[src/shared/ccse_pkg.sv]
// constants and types of the card condition and fault register bank
package ccse_pkg;

  // *****************************
  // register map
  // *****************************
  localparam int         ADDR_W         = 8;
  localparam logic [7:0] ADDR_STATUS    = 8'h04;
  localparam logic [7:0] ADDR_FAULT     = 8'h08;
  localparam logic [7:0] ADDR_CONTROL   = 8'h0c;
  localparam logic [7:0] ADDR_IRQ_STAT  = 8'h10;
  localparam logic [7:0] ADDR_IRQ_MASK  = 8'h14;
  localparam logic [7:0] ADDR_LOCATION  = 8'h18;

  // *****************************
  // field layout
  // *****************************
  localparam int MIRROR_LSB      = 20;
  localparam int BIT_SEEK        = 20;
  localparam int BIT_XFER_REQ    = 21;
  localparam int BIT_CORRECTED   = 22;
  localparam int BIT_CARD_FAULT  = 23;
  localparam int FAULT_W         = 8;
  localparam int FLT_RESET       = 0;
  localparam int FLT_READY       = 1;
  localparam int FLT_READ        = 2;
  localparam int FLT_WRITE       = 3;
  localparam int FLT_SECTOR      = 4;
  localparam int FLT_LOCATION    = 5;
  localparam int FLT_CHAIN       = 6;
  localparam int FLT_FETCH       = 7;
  localparam int CTRL_OVERRIDE   = 0;
  localparam int LOC_W           = 16;
  localparam int PIN_W           = 3;

  // *****************************
  // reset values and answers
  // *****************************
  localparam logic [31:0]      STATUS_RST   = 32'h0000_0000;
  localparam logic [7:0]       FAULT_RST    = 8'h00;
  localparam logic [31:0]      CONTROL_RST  = 32'h0000_0000;
  localparam logic [7:0]       MASK_RST     = 8'h00;
  localparam logic [LOC_W-1:0] LOCATION_RST = 16'h0000;
  localparam logic [1:0]       RESP_OKAY    = 2'h0;
  localparam logic [1:0]       RESP_SLVERR  = 2'h2;

  typedef struct packed {
    logic fault;
    logic corrected;
    logic xfer_req;
    logic seek_done;
  } ccse_card_flags_t;

  typedef struct packed {
    logic fetch_fault;
    logic chain_fail;
    logic location_check;
    logic sector_timeout;
    logic write_fail;
    logic read_fail;
    logic ready_timeout;
    logic reset_timeout;
  } ccse_fault_evt_t;

endpackage

[src/verilog/ccse_regs.sv]
// card condition summary and fault detail register bank on an axi4-lite slave
//
// Behaviour
// - status bit 20 follows the card seek-complete flag every cycle.
// - status bit 21 follows the card data-request flag.
// - status bit 22 follows the card corrected-error flag.
// - status bit 23 follows the card error flag of the last command.
// - fault detail register answers at byte address 08h.
// - fault bit 0 sets on card reset time-out.
// - fault bit 1 sets on card ready time-out.
// - fault bit 2 sets on failed sector read or identify command.
// - fault bit 3 sets on failed sector write command.
// - fault bit 4 sets on sector valid time-out during read or write.
// - fault bit 5 sets when selected image location is not on the card.
// - fault bit 6 sets when programming the scan chain fails.
// - fault bit 7 sets on error while fetching configuration from the card.
`timescale 1ns/1ps
module ccse_regs
  import ccse_pkg::*;
(
  input  wire logic              aclk,
  input  wire logic              aresetn,
  input  wire logic [ADDR_W-1:0] s_axi_awaddr,
  input  wire logic              s_axi_awvalid,
  output logic                   s_axi_awready,
  input  wire logic [31:0]       s_axi_wdata,
  input  wire logic [3:0]        s_axi_wstrb,
  input  wire logic              s_axi_wvalid,
  output logic                   s_axi_wready,
  output logic [1:0]             s_axi_bresp,
  output logic                   s_axi_bvalid,
  input  wire logic              s_axi_bready,
  input  wire logic [ADDR_W-1:0] s_axi_araddr,
  input  wire logic              s_axi_arvalid,
  output logic                   s_axi_arready,
  output logic [31:0]            s_axi_rdata,
  output logic [1:0]             s_axi_rresp,
  output logic                   s_axi_rvalid,
  input  wire logic              s_axi_rready,
  input  wire ccse_card_flags_t  card_flags,
  input  wire ccse_fault_evt_t   fault_evt,
  input  wire logic              op_start,
  input  wire logic [PIN_W-1:0]  location_pins,
  input  wire logic [LOC_W-1:0]  image_count,
  output logic                   location_source_override,
  output logic [LOC_W-1:0]       image_location_select,
  output logic                   irq
);

  // *****************************
  // helpers
  // *****************************
  function automatic logic hit(input logic [ADDR_W-1:0] a, input logic [ADDR_W-1:0] r);
    return a[ADDR_W-1:2] == r[ADDR_W-1:2];
  endfunction

  function automatic logic [31:0] merge(input logic [31:0] old, input logic [31:0] d,
                                        input logic [3:0] strb);
    logic [31:0] res;
    res = old;
    for (int i = 0; i < 4; i++) begin
      if (strb[i]) begin
        res[i*8 +: 8] = d[i*8 +: 8];
      end
    end
    return res;
  endfunction

  // *****************************
  // state
  // *****************************
  logic              awready_reg;
  logic              aw_have_reg;
  logic [ADDR_W-1:0] awaddr_reg;
  logic              wready_reg;
  logic              w_have_reg;
  logic [31:0]       wdata_reg;
  logic [3:0]        wstrb_reg;
  logic              bvalid_reg;
  logic [1:0]        bresp_reg;
  logic              arready_reg;
  logic              rvalid_reg;
  logic [31:0]       rdata_reg;
  logic [1:0]        rresp_reg;
  logic [31:0]       status_reg;
  logic [7:0]        fault_reg;
  logic [7:0]        fault_next;
  logic [31:0]       control_reg;
  logic [LOC_W-1:0]  location_reg;
  logic [7:0]        irq_stat_reg;
  logic [7:0]        irq_stat_next;
  logic [7:0]        mask_reg;
  logic              irq_reg;

  // *****************************
  // decode
  // *****************************
  wire              do_write   = aw_have_reg && w_have_reg && !bvalid_reg;
  wire              ar_hs      = s_axi_arvalid && arready_reg;
  wire              wr_control = do_write && hit(awaddr_reg, ADDR_CONTROL);
  wire              wr_mask    = do_write && hit(awaddr_reg, ADDR_IRQ_MASK);
  wire              wr_loc     = do_write && hit(awaddr_reg, ADDR_LOCATION);
  wire              wr_ok      = wr_control || wr_mask || wr_loc;
  wire              rd_clear   = ar_hs && hit(s_axi_araddr, ADDR_IRQ_STAT);
  wire              rd_known   = hit(s_axi_araddr, ADDR_STATUS) || hit(s_axi_araddr, ADDR_FAULT)
                                 || hit(s_axi_araddr, ADDR_CONTROL)
                                 || hit(s_axi_araddr, ADDR_IRQ_STAT)
                                 || hit(s_axi_araddr, ADDR_IRQ_MASK)
                                 || hit(s_axi_araddr, ADDR_LOCATION);
  wire [31:0]       rd_mux     =
      hit(s_axi_araddr, ADDR_STATUS)   ? status_reg :
      hit(s_axi_araddr, ADDR_FAULT)    ? {24'h00_0000, fault_reg} :
      hit(s_axi_araddr, ADDR_CONTROL)  ? control_reg :
      hit(s_axi_araddr, ADDR_IRQ_STAT) ? {24'h00_0000, irq_stat_reg} :
      hit(s_axi_araddr, ADDR_IRQ_MASK) ? {24'h00_0000, mask_reg} :
      hit(s_axi_araddr, ADDR_LOCATION) ? {16'h0000, location_reg} : 32'h0000_0000;
  wire [31:0]       ctrl_wr    = merge(control_reg, wdata_reg, wstrb_reg);
  wire [31:0]       loc_wr     = merge({16'h0000, location_reg}, wdata_reg, wstrb_reg);
  wire [31:0]       mask_wr    = merge({24'h00_0000, mask_reg}, wdata_reg, wstrb_reg);

  // selected image location: register when overridden, else the pins
  wire [LOC_W-1:0]  loc_sel    = control_reg[CTRL_OVERRIDE] ? location_reg
                                 : {{(LOC_W-PIN_W){1'b0}}, location_pins};
  wire              loc_bad    = loc_sel >= image_count;
  wire [7:0]        fault_set  = {fault_evt.fetch_fault, fault_evt.chain_fail,
                                  fault_evt.location_check && loc_bad,
                                  fault_evt.sector_timeout, fault_evt.write_fail,
                                  fault_evt.read_fail, fault_evt.ready_timeout,
                                  fault_evt.reset_timeout};
  wire [7:0]        fault_rise = fault_set & ~fault_reg;

  // *****************************
  // write channels
  // *****************************
  always_ff @(posedge aclk) begin
    if (!aresetn) begin
      awready_reg <= 1'b1;
      aw_have_reg <= 1'b0;
      awaddr_reg  <= 8'h00;
    end else if (s_axi_awvalid && awready_reg) begin
      awready_reg <= 1'b0;
      aw_have_reg <= 1'b1;
      awaddr_reg  <= s_axi_awaddr;
    end else if (bvalid_reg && s_axi_bready) begin
      awready_reg <= 1'b1;
      aw_have_reg <= 1'b0;
    end
  end

  always_ff @(posedge aclk) begin
    if (!aresetn) begin
      wready_reg <= 1'b1;
      w_have_reg <= 1'b0;
      wdata_reg  <= 32'h0000_0000;
      wstrb_reg  <= 4'h0;
    end else if (s_axi_wvalid && wready_reg) begin
      wready_reg <= 1'b0;
      w_have_reg <= 1'b1;
      wdata_reg  <= s_axi_wdata;
      wstrb_reg  <= s_axi_wstrb;
    end else if (bvalid_reg && s_axi_bready) begin
      wready_reg <= 1'b1;
      w_have_reg <= 1'b0;
    end
  end

  always_ff @(posedge aclk) begin
    if (!aresetn) begin
      bvalid_reg <= 1'b0;
      bresp_reg  <= RESP_OKAY;
    end else if (do_write) begin
      bvalid_reg <= 1'b1;
      bresp_reg  <= wr_ok ? RESP_OKAY : RESP_SLVERR;
    end else if (bvalid_reg && s_axi_bready) begin
      bvalid_reg <= 1'b0;
    end
  end

  // *****************************
  // read channels
  // *****************************
  always_ff @(posedge aclk) begin
    if (!aresetn) begin
      arready_reg <= 1'b1;
      rvalid_reg  <= 1'b0;
      rdata_reg   <= 32'h0000_0000;
      rresp_reg   <= RESP_OKAY;
    end else if (ar_hs) begin
      arready_reg <= 1'b0;
      rvalid_reg  <= 1'b1;
      rdata_reg   <= rd_mux;
      rresp_reg   <= rd_known ? RESP_OKAY : RESP_SLVERR;
    end else if (rvalid_reg && s_axi_rready) begin
      arready_reg <= 1'b1;
      rvalid_reg  <= 1'b0;
    end
  end

  // *****************************
  // software registers
  // *****************************
  always_ff @(posedge aclk) begin
    if (!aresetn) begin
      control_reg  <= CONTROL_RST;
      location_reg <= LOCATION_RST;
      mask_reg     <= MASK_RST;
    end else begin
      if (wr_control) control_reg <= ctrl_wr;
      if (wr_loc) location_reg <= loc_wr[LOC_W-1:0];
      if (wr_mask) mask_reg <= mask_wr[7:0];
    end
  end

  // *****************************
  // condition mirror and faults
  // *****************************
  // status is rebuilt from card_flags every cycle with a zero upper byte, so software never changes it
  always_ff @(posedge aclk) begin
    if (!aresetn) begin
      status_reg <= STATUS_RST;
    end else begin
      status_reg <= {8'h00, card_flags, 20'h0_0000};
    end
  end

  // a new event in the clearing cycle survives the clear
  assign fault_next    = (op_start ? FAULT_RST : fault_reg) | fault_set;
  assign irq_stat_next = (rd_clear ? 8'h00 : irq_stat_reg) | fault_rise;

  always_ff @(posedge aclk) begin
    if (!aresetn) begin
      fault_reg    <= FAULT_RST;
      irq_stat_reg <= 8'h00;
      irq_reg      <= 1'b0;
    end else begin
      fault_reg    <= fault_next;
      irq_stat_reg <= irq_stat_next;
      irq_reg      <= |(irq_stat_reg & mask_reg);
    end
  end

  // *****************************
  // outputs
  // *****************************
  assign s_axi_awready            = awready_reg;
  assign s_axi_wready             = wready_reg;
  assign s_axi_bvalid             = bvalid_reg;
  assign s_axi_bresp              = bresp_reg;
  assign s_axi_arready            = arready_reg;
  assign s_axi_rvalid             = rvalid_reg;
  assign s_axi_rdata              = rdata_reg;
  assign s_axi_rresp              = rresp_reg;
  assign location_source_override = control_reg[CTRL_OVERRIDE];
  assign image_location_select    = location_reg;
  assign irq                      = irq_reg;
endmodule

[config.mk]
export PLATFORM = sky130hd
export DESIGN_NAME = ccse_regs
export DESIGN_NICKNAME = d
export VERILOG_FILES = /design/src/shared/ccse_pkg.sv /design/src/verilog/ccse_regs.sv
export SDC_FILE = /design/constraint.sdc
export NUM_CORES = 1
export LEC_CHECK = 0
export BUFFER_PORTS_ARGS = -buffer_cell sky130_fd_sc_hd__buf_2
export CORE_UTILIZATION = 23
export DETAILED_ROUTE_END_ITERATION = 6
export GPL_ROUTABILITY_DRIVEN = 0
export PLACE_DENSITY = 0.49
export SYNTH_ARGS = -nofsm -noshare
export SYNTH_HDL_FRONTEND = slang
export SYNTH_SLANG_ARGS = --single-unit
export TNS_END_PERCENT = 20
[constraint.sdc]
create_clock -name aclk -period 5 [get_ports aclk]
set_input_delay 0.5 -clock aclk [delete_from_list [all_inputs] [get_ports aclk]]
set_output_delay 0.5 -clock aclk [all_outputs]
set_load 0.02 [all_outputs]
; Yosys cells after proc, flatten, opt, wreduce, memory -nomap -nowiden
; Index checks and enable logic that the tools add are counted.
[word_totals]
reg_bits = 192
input_bits = 91
out_inout_bits = 59
[op_classes]
order_cmp = 1
n_eq_ne = 9
muxes = 22
n_bitwise = 5
reduce_logical = 32
[op_table]
columns = cell, count
row1 = 32-bit 2-to-1 mux, 3
row2 = 16-bit 2-to-1 mux, 4
row3 = 6-bit by 3-bit equality test with 1-bit output (second input constant), 5
row4 = 6-bit by 2-bit equality test with 1-bit output (second input constant), 3
row5 = 8-bit bitwise AND, 2
row6 = 16-bit greater-or-equal comparator, 1
row7 = 8-bit 2-to-1 mux, 2
row8 = 8-bit OR, 2
row9 = 2-bit AND reduction, 7
row10 = 1-bit logical AND, 12
row11 = 1-bit 2-to-1 mux, 11
row12 = 8-bit NOT, 1
row13 = 2-bit nonzero test, 4
row14 = 8-bit OR reduction, 1
row15 = 1-bit logical OR, 7
row16 = 6-bit by 1-bit equality test with 1-bit output (second input constant), 1
row17 = 2-bit 2-to-1 mux, 2
row18 = 1-bit zero test, 1

; Longest topological paths before layout
; Gate-level depths: netlist of run 1.
[logic_depth]
depth_word = 7
mapped_depth = 9
mapped_depth_nobuf = 7

; Worst setup path before layout of run 1
; Ideal clock, no wire load.
[synth_timing]
kind = reg-to-reg
startpoint = register control_reg[0]
endpoint = register fault_reg[5]
t_arrival_ns = 2.109
required_time_ns = 4.884
path_slack_ns = 2.775
path_stages_with_launch = 9
synth_period_minus_slack_ns = 2.225
path_cell_list = dfxtp_1 > clkbuf_1 > mux2_2 > ha_1 > a211oi_1 > o21ai_0 > a32oi_1 > a31oi_1 > a31o_2
[synth_via]
elab_chain_len = 4
[synth_lines]
columns = element, line_no
row1 = "start, declared", ccse_regs.sv:88  ; logic [31:0] control_reg;
row2 = "start signal, assigned", ccse_regs.sv:208  ; if (wr_control) control_reg <= ctrl_wr;
row3 = 16-bit 2-to-1 mux, ccse_regs.sv:122  ; wire [LOC_W-1:0] loc_sel = control_reg[CTRL_OVERRIDE] ? location_reg
row4 = 16-bit greater-or-equal comparator, ccse_regs.sv:124  ; wire loc_bad = loc_sel >= image_count;
row5 = 1-bit logical AND, ccse_regs.sv:126  ; fault_evt.location_check && loc_bad,
row6 = 8-bit OR, ccse_regs.sv:227  ; assign fault_next = (op_start ? FAULT_RST : fault_reg) | fault_set;
row7 = "end signal, assigned", ccse_regs.sv:236  ; fault_reg <= fault_next;
row8 = "end, declared", ccse_regs.sv:86  ; logic [7:0] fault_reg;
; Every way passes these cells.
; A chain may end at the register's enable or synchronous reset.

; Worst setup path in the final report of run 1
; Same ends and word-level chain as after synthesis.

==> results.ini, run 1 <==
[global_routing]
gr-total-overflow = 0
grt_max_degree = 63
antenna_found_initial = 0
grt_pass1_wl_mm = 30.0
grt_usage_pct = 13.6
grt_pass1_vias = 5450

[finish]
final_common_cell = dfxtp_1
layout.nets = 970
drive_gt1_share_pct = 22.7
area_growth_pct = 25.8
post-route-util_pct = 29.7
final_cell_mix = 160 x dfxtp_1, 143 x buf_2, 136 x nand2_1

[worst_setup_path]
cpMaxStageDelayCell = dfxtp_1
critPathMaxStageDelay_ns = 0.72
crit_arrival_ns = 2.94
endpoint_kind = flop
crit_chain = mux2_2 > ha_1 > a211oi_1 > o21ai_0 > a32oi_1 > a31oi_1 > a31o_2
required_ns = 5.32
crit_type = flop to flop
worstSetupStartpointType = flop
worst-path-max-fanout = 19

[floorplanning]
io_pins = 150
core_um2 = 27200
initial_core_util_pct = 23.6
fp.dieArea_um2 = 28600
rows = 60
die_y_um = 169
die_w_um = 169

[logic_synthesis]
synth-edff-count = 0
synth_area_um2 = 6420
syn_inst = 738
synth_warnings = 0
yosysUniqueCellTypes = 45
postSynthAreaPerCell_um2 = 8.71
seq_area_frac_synth_pct = 49.9
ys_ff_latch = 160
async_reset_ff_share_pct = 0
synth_ff_type = dfxtp_1

[status]
status = finished, violations left
violations = design-rule violations

[routing]
via_count = 5596
wire_per_inst_um = 15.3
ant_nets = 0
wirelength_mm = 19.1
drt-vias-per-instance = 4.48
drc = 1
drt_iter0_drc = 450
firstDrtPassIters = 7

[power]
peakVddDrop_uv = 192
p_leak_nw = 3.40
power_density_nw_per_um2 = 353

[sta]
min_period_ns = 2.63
hold_violations = 0
tightestPinTransition_ns = 1.01
fin_crit_sh_pct = 52.5
slew_headroom_pct = 32.3
rsz0062_at_grt = false
setup_viol_count_final = 0
maxSlewViolCount = 0
fmax_mhz = 381
final.setup.tns_ns = 0
finClkSkew_ns = 0.0128

[clock_tree]
path_clk_slew_ns = 0.08
cts_tree = done
cts_inserted_buffers = 17
clk_latency_ns = 0.43
clock-sinks = 160
cts.repair.resized = 0
cts-root-buf = clkbuf_16
hold_buffers = 0
clock_path_buffers = 2
htreeDepth = 4
post_cts_buffers = 0

[placed_design]
hpwl_mm = 13.5
io_buffer_count = 143

[min_path]
hold_class = primary input to flop

[job]
maxCapViolCount = 0

## routing by layer
metal,track usage [%],up-vias,part of all wire (%)
li1,-,2816,-
met1,17.3,2626,46
met2,22.6,146,48
met3,3.94,8,5.5
met4,3.41,0,0.65
met5,0,-,0
## layout make-up
| class | instances | area (um^2) |
|---|---|---|
| clock inverter | 15 | 201 |
| multi-input combinational | 514 | 2940 |
| fill | 2982 | 19100 |
| tap | 372 | 465 |
| timing repair buffer | 150 | 768 |
| clock buffer | 17 | 425 |
| sequential | 160 | 3200 |
| inverter | 20 | 77.6 |
| antenna | 1 | 2.50 |
## final timing paths
kind | to | slack, ns | from | cells after the start
max reg2reg | fault_reg[5] | 2.37 | control_reg[0] | 7
min | status_reg[22] | 0.29 | card_flags[2] | 2
min reg2reg | control_reg[31] | 0.45 | wdata_reg[31] | 2
max | fault_reg[5] | 2.37 | control_reg[0] | 7
## worst max-delay path: cells and delay by family (launching register included)
family                   cells  cell delay, ns
AO/OA/AOI/OAI                5            1.09
adder cells (fa/ha/maj)      1            0.29
flip-flops                   1            0.72
multiplexers                 1            0.41
## kinds of logic (layout without fill, tap and decap cells)
kind of cell | count (synthesis) | after routing | synth area share (%)
other | 1 | 3 | 0.0584
muxes | 34 | 34 | 5.47
buffers and inverters | 65 | 202 | 4.54
AOI/OAI and AO/OA | 171 | 171 | 16.3
xor gates and xnor gates | 1 | 1 | 0.136
and+or+nand+nor | 290 | 290 | 20.5
DFF | 160 | 160 | 49.9
adders and majority gates | 16 | 16 | 3.12
## Yosys cell counts, types with 6 or more instances
library cell	instances	area share (%)
a21oi_1	101	7.9
nor3_1	6	0.47
inv_1	19	1.1
nand2_1	136	7.9
nor2_1	67	3.9
o21ai_0	15	1.2
and2_1	19	1.8
clkbuf_1	33	1.9
a222oi_1	19	3.0
ha_1	16	3.1
mux2_2	9	1.6
dfxtp_1	160	50
mux2i_1	25	3.9
a22oi_1	25	2.9
nor2b_1	9	0.88
nand3_1	35	2.7
## where the power goes
group	switching (mW)	internal [mW]	leakage (nW)
Clock	0.640	0.686	0.302
Combinational	0.115	0.0686	1.80
Sequential	0.0322	1.31	1.30
Total	0.787	2.06	3.40
## metrics by stage
| stage | total power [mW] | hold WS (ns) | instances | setup slack [ns] | cell area (um^2) |
|---|---|---|---|---|---|
| floorplan | 1.47 | 0.431 | 739 | 2.77 | 6430 |
| global placement | 1.56 | 0.441 | 1216 | 2.32 | 7450 |
| detailed placement | 1.56 | 0.447 | 1216 | 2.31 | 7450 |
| CTS | 2.90 | 0.262 | 1248 | 2.30 | 8080 |
| global route | 2.98 | 0.274 | 1248 | 2.15 | 8080 |
| finish | 2.85 | 0.289 | 1249 | 2.37 | 8080 |
(Power assumes the default switching activity.)
==> inputs of run 2 (changes only) <==
==> constraint.sdc (replaced) <==
create_clock -name aclk -period 2.6 [get_ports aclk]
set_input_delay 0.26 -clock aclk [delete_from_list [all_inputs] [get_ports aclk]]
set_output_delay 0.26 -clock aclk [all_outputs]
set_load 0.02 [all_outputs]
==> run 2 against run 1 <==
  * The flow now finishes without violations
  * Sequential cell count unchanged
  * Utilization is 0.42 points higher
  * Count of clock-buffer cells in the layout unchanged
  * Fmax grew 20%
  * Routed wire length increased by 1.3%
  * Combinational power grew 99%
  * Register-to-register slack worse by 2.0 ns
  * Global-route usage is 0.14 points higher
  * Final cell count up 1.0%
  * Critical path type unchanged
  * Critical endpoint unchanged
==> results.ini, run 2 (same netlist as run 1, synthesis figures left out) <==
[floorplanning]
io_pins = 150
initial_core_util_pct = 23.6
die_w_um = 169
core_um2 = 27200
die_y_um = 169
rows = 60
fp.dieArea_um2 = 28600

[routing]
drt-vias-per-instance = 4.48
wirelength_mm = 19.3
wire_per_inst_um = 15.3
drt_iter0_drc = 435
firstDrtPassIters = 7
ant_nets = 0
drc = 0
via_count = 5658

[global_routing]
grt_busiest_layer = met2
gr-usage-met3_pct = 3.17
grt_pass1_vias = 5313
grt_usage_pct = 13.8
grtUsageMet1_pct = 18.0
grt_max_degree = 47
grt_pass1_wl_mm = 30.2
grtUsageMet2_pct = 22.5
gr-total-overflow = 0
antenna_found_initial = 0

[power]
power.total_mw = 5.54
power_frac_clock_pct = 46.8
p_leak_nw = 3.47
seqPwrFrac_pct = 46.6
p_sw_share_pct = 28.0
intPower_mw = 3.98
netSwitchingPower_mw = 1.55
comb_power_share_pct = 6.6
power_density_nw_per_um2 = 675
peakVddDrop_uv = 379

[sta]
min_period_ns = 2.19
finClkSkew_ns = 0.0207
fin_crit_sh_pct = 84.2
hold_violations = 0
slew_headroom_pct = 55.8
fmax_mhz = 457
rsz0062_at_grt = false
maxSlewViolCount = 0
final.setup.tns_ns = 0
tightestPinTransition_ns = 0.658
setup_viol_count_final = 0
layout_setup_ws_ns = 0.411

[clock_tree]
cts_tree = done
clk_latency_ns = 0.44
hold_buffers = 0
post_cts_buffers = 0
htreeDepth = 4
path_clk_slew_ns = 0.08
clock_path_buffers = 2
cts-root-buf = clkbuf_16
cts_inserted_buffers = 17
cts.repair.resized = 0
clock-sinks = 160

[status]
status = completed

[placed_design]
io_buffer_count = 143
hpwl_mm = 13.8
dp_slack_ns = 0.394

[job]
maxCapViolCount = 0

[worst_setup_path]
worstSetupStartpointType = flop
worst-path-max-fanout = 4
rrSetupSlack_ns = 0.41
crit_type = flop to flop
required_ns = 2.93
endpoint_kind = flop
crit_arrival_ns = 2.51

[finish]
final_cell_mix = 160 x dfxtp_1, 143 x buf_2, 136 x nand2_1
drive_gt1_share_pct = 23.9
area_growth_pct = 27.6
n_antenna_cell = 0
layout.nets = 984
final_common_cell = dfxtp_1
nFillCells = 2948

[min_path]
hold_class = primary input to flop

[run 2: cell count changes in the layout (fill, tap and decap cells not counted), sizes merged]
cell	change
buf	+14
clkinvlp	+1
diode	-1
inv	-1
[run 2: worst max-delay path, stage by stage (launching register included)]
cell and delay (ns):
dfxtp_1 0.41, mux2_2 0.36, ha_1 0.29, a211oi_1 0.19, o21ai_0 0.18, a32oi_1 0.23, a31oi_1 0.18, a31o_2 0.26
[run 2: path summary, 6_finish.rpt]
| kind | startpoint | end | cells after the start |
|---|---|---|---|
| worst min-delay path | card_flags[0] | status_reg[20] | 2 |
| worst max register to register | control_reg[0] | fault_reg[5] | 7 |
| worst min register to register | awaddr_reg[5] | awaddr_reg[5] | 2 |
| worst max-delay path | control_reg[0] | fault_reg[5] | 7 |
[run 2: area by class of cell]
class	count	area, um^2	area share, %
Tap cell	372	465	5.68
Multi-Input combinational cell	514	2940	35.9
Inverter	20	77.6	0.946
Clock inverter	15	213	2.59
Timing Repair Buffer	164	873	10.7
Sequential cell	160	3200	39.1
Clock buffer	17	425	5.19
[run 2: layer usage]
metal  share of wire [%]  vias up
li1                    -     2846
met1                  47     2642
met2                  47      155
met3                 5.3       15
met4                 1.2        0
met5                   0        -
[run 2: through the flow]
step / hold WS, ns / std cells / util (%) / instance area, um^2
floorplan: 0.377 / 739 / - / 6430
global placement: 0.441 / 1230 / 27.8 / 7560
detailed placement: 0.447 / 1230 / 27.8 / 7560
CTS: 0.0256 / 1262 / 30.2 / 8200
global route: 0.0318 / 1262 / 30.2 / 8200
finish: 0.0382 / 1262 / 30.2 / 8200
[run 2: power groups by stage]
stage	Combinational [mW]	Clock [mW]	Sequential (mW)
finish	0.364	2.59	2.58
global route	0.414	2.77	2.59
CTS	0.372	2.66	2.58
detailed placement	0.371	0	2.64
global placement	0.368	0	2.63
floorplan	0.215	0	2.62
==> inputs of run 3 (changes only) <==
--- a/config.mk
+++ b/config.mk
@@ -9,7 +9,7 @@
 export CORE_UTILIZATION = 23
 export DETAILED_ROUTE_END_ITERATION = 6
 export GPL_ROUTABILITY_DRIVEN = 0
-export PLACE_DENSITY = 0.49
+export PLACE_DENSITY = 0.5
 export SYNTH_ARGS = -nofsm -noshare
 export SYNTH_HDL_FRONTEND = slang
 export SYNTH_SLANG_ARGS = --single-unit
==> constraint.sdc (replaced) <==
create_clock -name aclk -period 2 [get_ports aclk]
set_input_delay 0.2 -clock aclk [delete_from_list [all_inputs] [get_ports aclk]]
set_output_delay 0.2 -clock aclk [all_outputs]
set_load 0.02 [all_outputs]
==> run 3 against run 2 <==
  * Clock power grew 20%
  * Critical path type unchanged
  * Sequential power rose by 30%
  * Final cell count rose by 2.9%
  * Largest power group is now sequential cells
  * Fmax up 12%
==> results.ini, run 3 (same netlist as run 1, synthesis figures left out) <==
[finish]
area_growth_pct = 33.4
post-route-util_pct = 31.5
final_cells = 1298
final_common_cell = dfxtp_1
n_antenna_cell = 0
final_cell_mix = 159 x dfxtp_1, 143 x buf_2, 136 x nand2_1
drive_gt1_share_pct = 25.4
layout.nets = 1020

[routing]
ant_nets = 0
wire_per_inst_um = 15.2
wirelength_mm = 19.7
drc = 0
drt-vias-per-instance = 4.50
via_count = 5839
firstDrtPassIters = 5
drt_iter0_drc = 343

[floorplanning]
io_pins = 150
die_w_um = 169
rows = 60
die_y_um = 169
initial_core_util_pct = 23.6
core_um2 = 27200
fp.dieArea_um2 = 28600

[worst_setup_path]
required_ns = 2.31
crit_arrival_ns = 2.26
cpMaxStageDelayCell = dfxtp_4
worst-path-max-fanout = 4
crit_chain = mux2_4 > ha_4 > a211oi_2 > o21ai_2 > a32oi_1 > a31oi_2 > a32o_1
crit_type = flop to flop
critPathMaxStageDelay_ns = 0.37
endpoint_kind = flop
worstSetupStartpointType = flop

[sta]
min_period_ns = 1.95
rsz0062_at_grt = true
finClkSkew_ns = 0.0103
fin_crit_sh_pct = 97.3
tightestPinTransition_ns = 0.588
hold_violations = 0
layout_setup_ws_ns = 0.0536
setup_viol_count_final = 0
slew_headroom_pct = 60.7
whs_ns = 0.0195
final.setup.tns_ns = 0
maxSlewViolCount = 0
fmax_mhz = 514

[clock_tree]
clock_path_buffers = 2
htreeDepth = 4
clock-sinks = 160
cts_tree = done
clk_latency_ns = 0.42
cts-root-buf = clkbuf_16
path_clk_slew_ns = 0.06
cts_inserted_buffers = 17

[min_path]
hold_class = primary input to flop

[power]
power_density_nw_per_um2 = 817
peakVddDrop_uv = 377
p_leak_nw = 3.64

[global_routing]
antenna_found_initial = 0
grt_usage_pct = 14.0
grt_pass1_wl_mm = 30.8
grt_max_degree = 38
grt_pass1_vias = 5667
gr-total-overflow = 0

[placed_design]
dp_slack_ns = -0.0266
placedCellCount = 1245
io_buffer_count = 143
hpwl_mm = 14.2

[job]
maxCapViolCount = 0

[status]
status = completed

[run 3: final cells by class]
cell class | instances | area (um^2)
clock inverters | 13 | 116
multi-input cells | 514 | 2990
clock buffers | 19 | 443
flip-flops and latches | 160 | 3210
repair buffers | 200 | 1270
well taps | 372 | 465
inverters | 20 | 77.6
fillers | 2978 | 18600
[run 3: per-stage QoR]
step                area (um^2)  power, mW
CTS                        8540       7.09
detailed placement         7750       3.92
global placement           7750       3.92
finish                     8570       7.00
global route               8570       7.29
floorplan                  6440       3.69
[run 3: path summary, 6_finish.rpt]
| check | cells after the start | startpoint | end | slack, ns |
|---|---|---|---|---|
| setup / recovery | 7 | control_reg[0] | irq_stat_reg[5] | 0.05 |
| hold / removal | 3 | s_axi_wdata[12] | wdata_reg[12] | 0.02 |
| setup reg to reg | 7 | control_reg[0] | irq_stat_reg[5] | 0.05 |
| hold reg to reg | 2 | awaddr_reg[5] | awaddr_reg[5] | 0.45 |
[run 3: per-layer routing]
layer | wire length, um | GRT usage, %
met1 | 9060 | 18.1
met5 | 0 | 0
met3 | 937 | 2.80
met4 | 263 | 4.94
met2 | 9440 | 22.9
[run 3: repair_timing]
action | 4_1_cts | 5_1_grt
hold buffers | 21 | 0
pin swaps | 2 | 5
resized for setup | 3 | 6
setup endpoints to repair | 2 | 2
buffers inserted | 0 | 0
hold endpoints to repair | 21 | 0
[run 3: worst max-delay path, delay by kind of cell, from the launching register on]
family | cells | cell delay [ns]
compound gates | 5 | 0.94
flops | 1 | 0.37
mux | 1 | 0.32
fa+ha+maj | 1 | 0.22
[run 3: where the power goes]
| part | switching (mW) | internal (mW) |
|---|---|---|
| combinational | 0.308 | 0.225 |
| clock | 1.45 | 1.67 |
| sequential | 0.0765 | 3.27 |
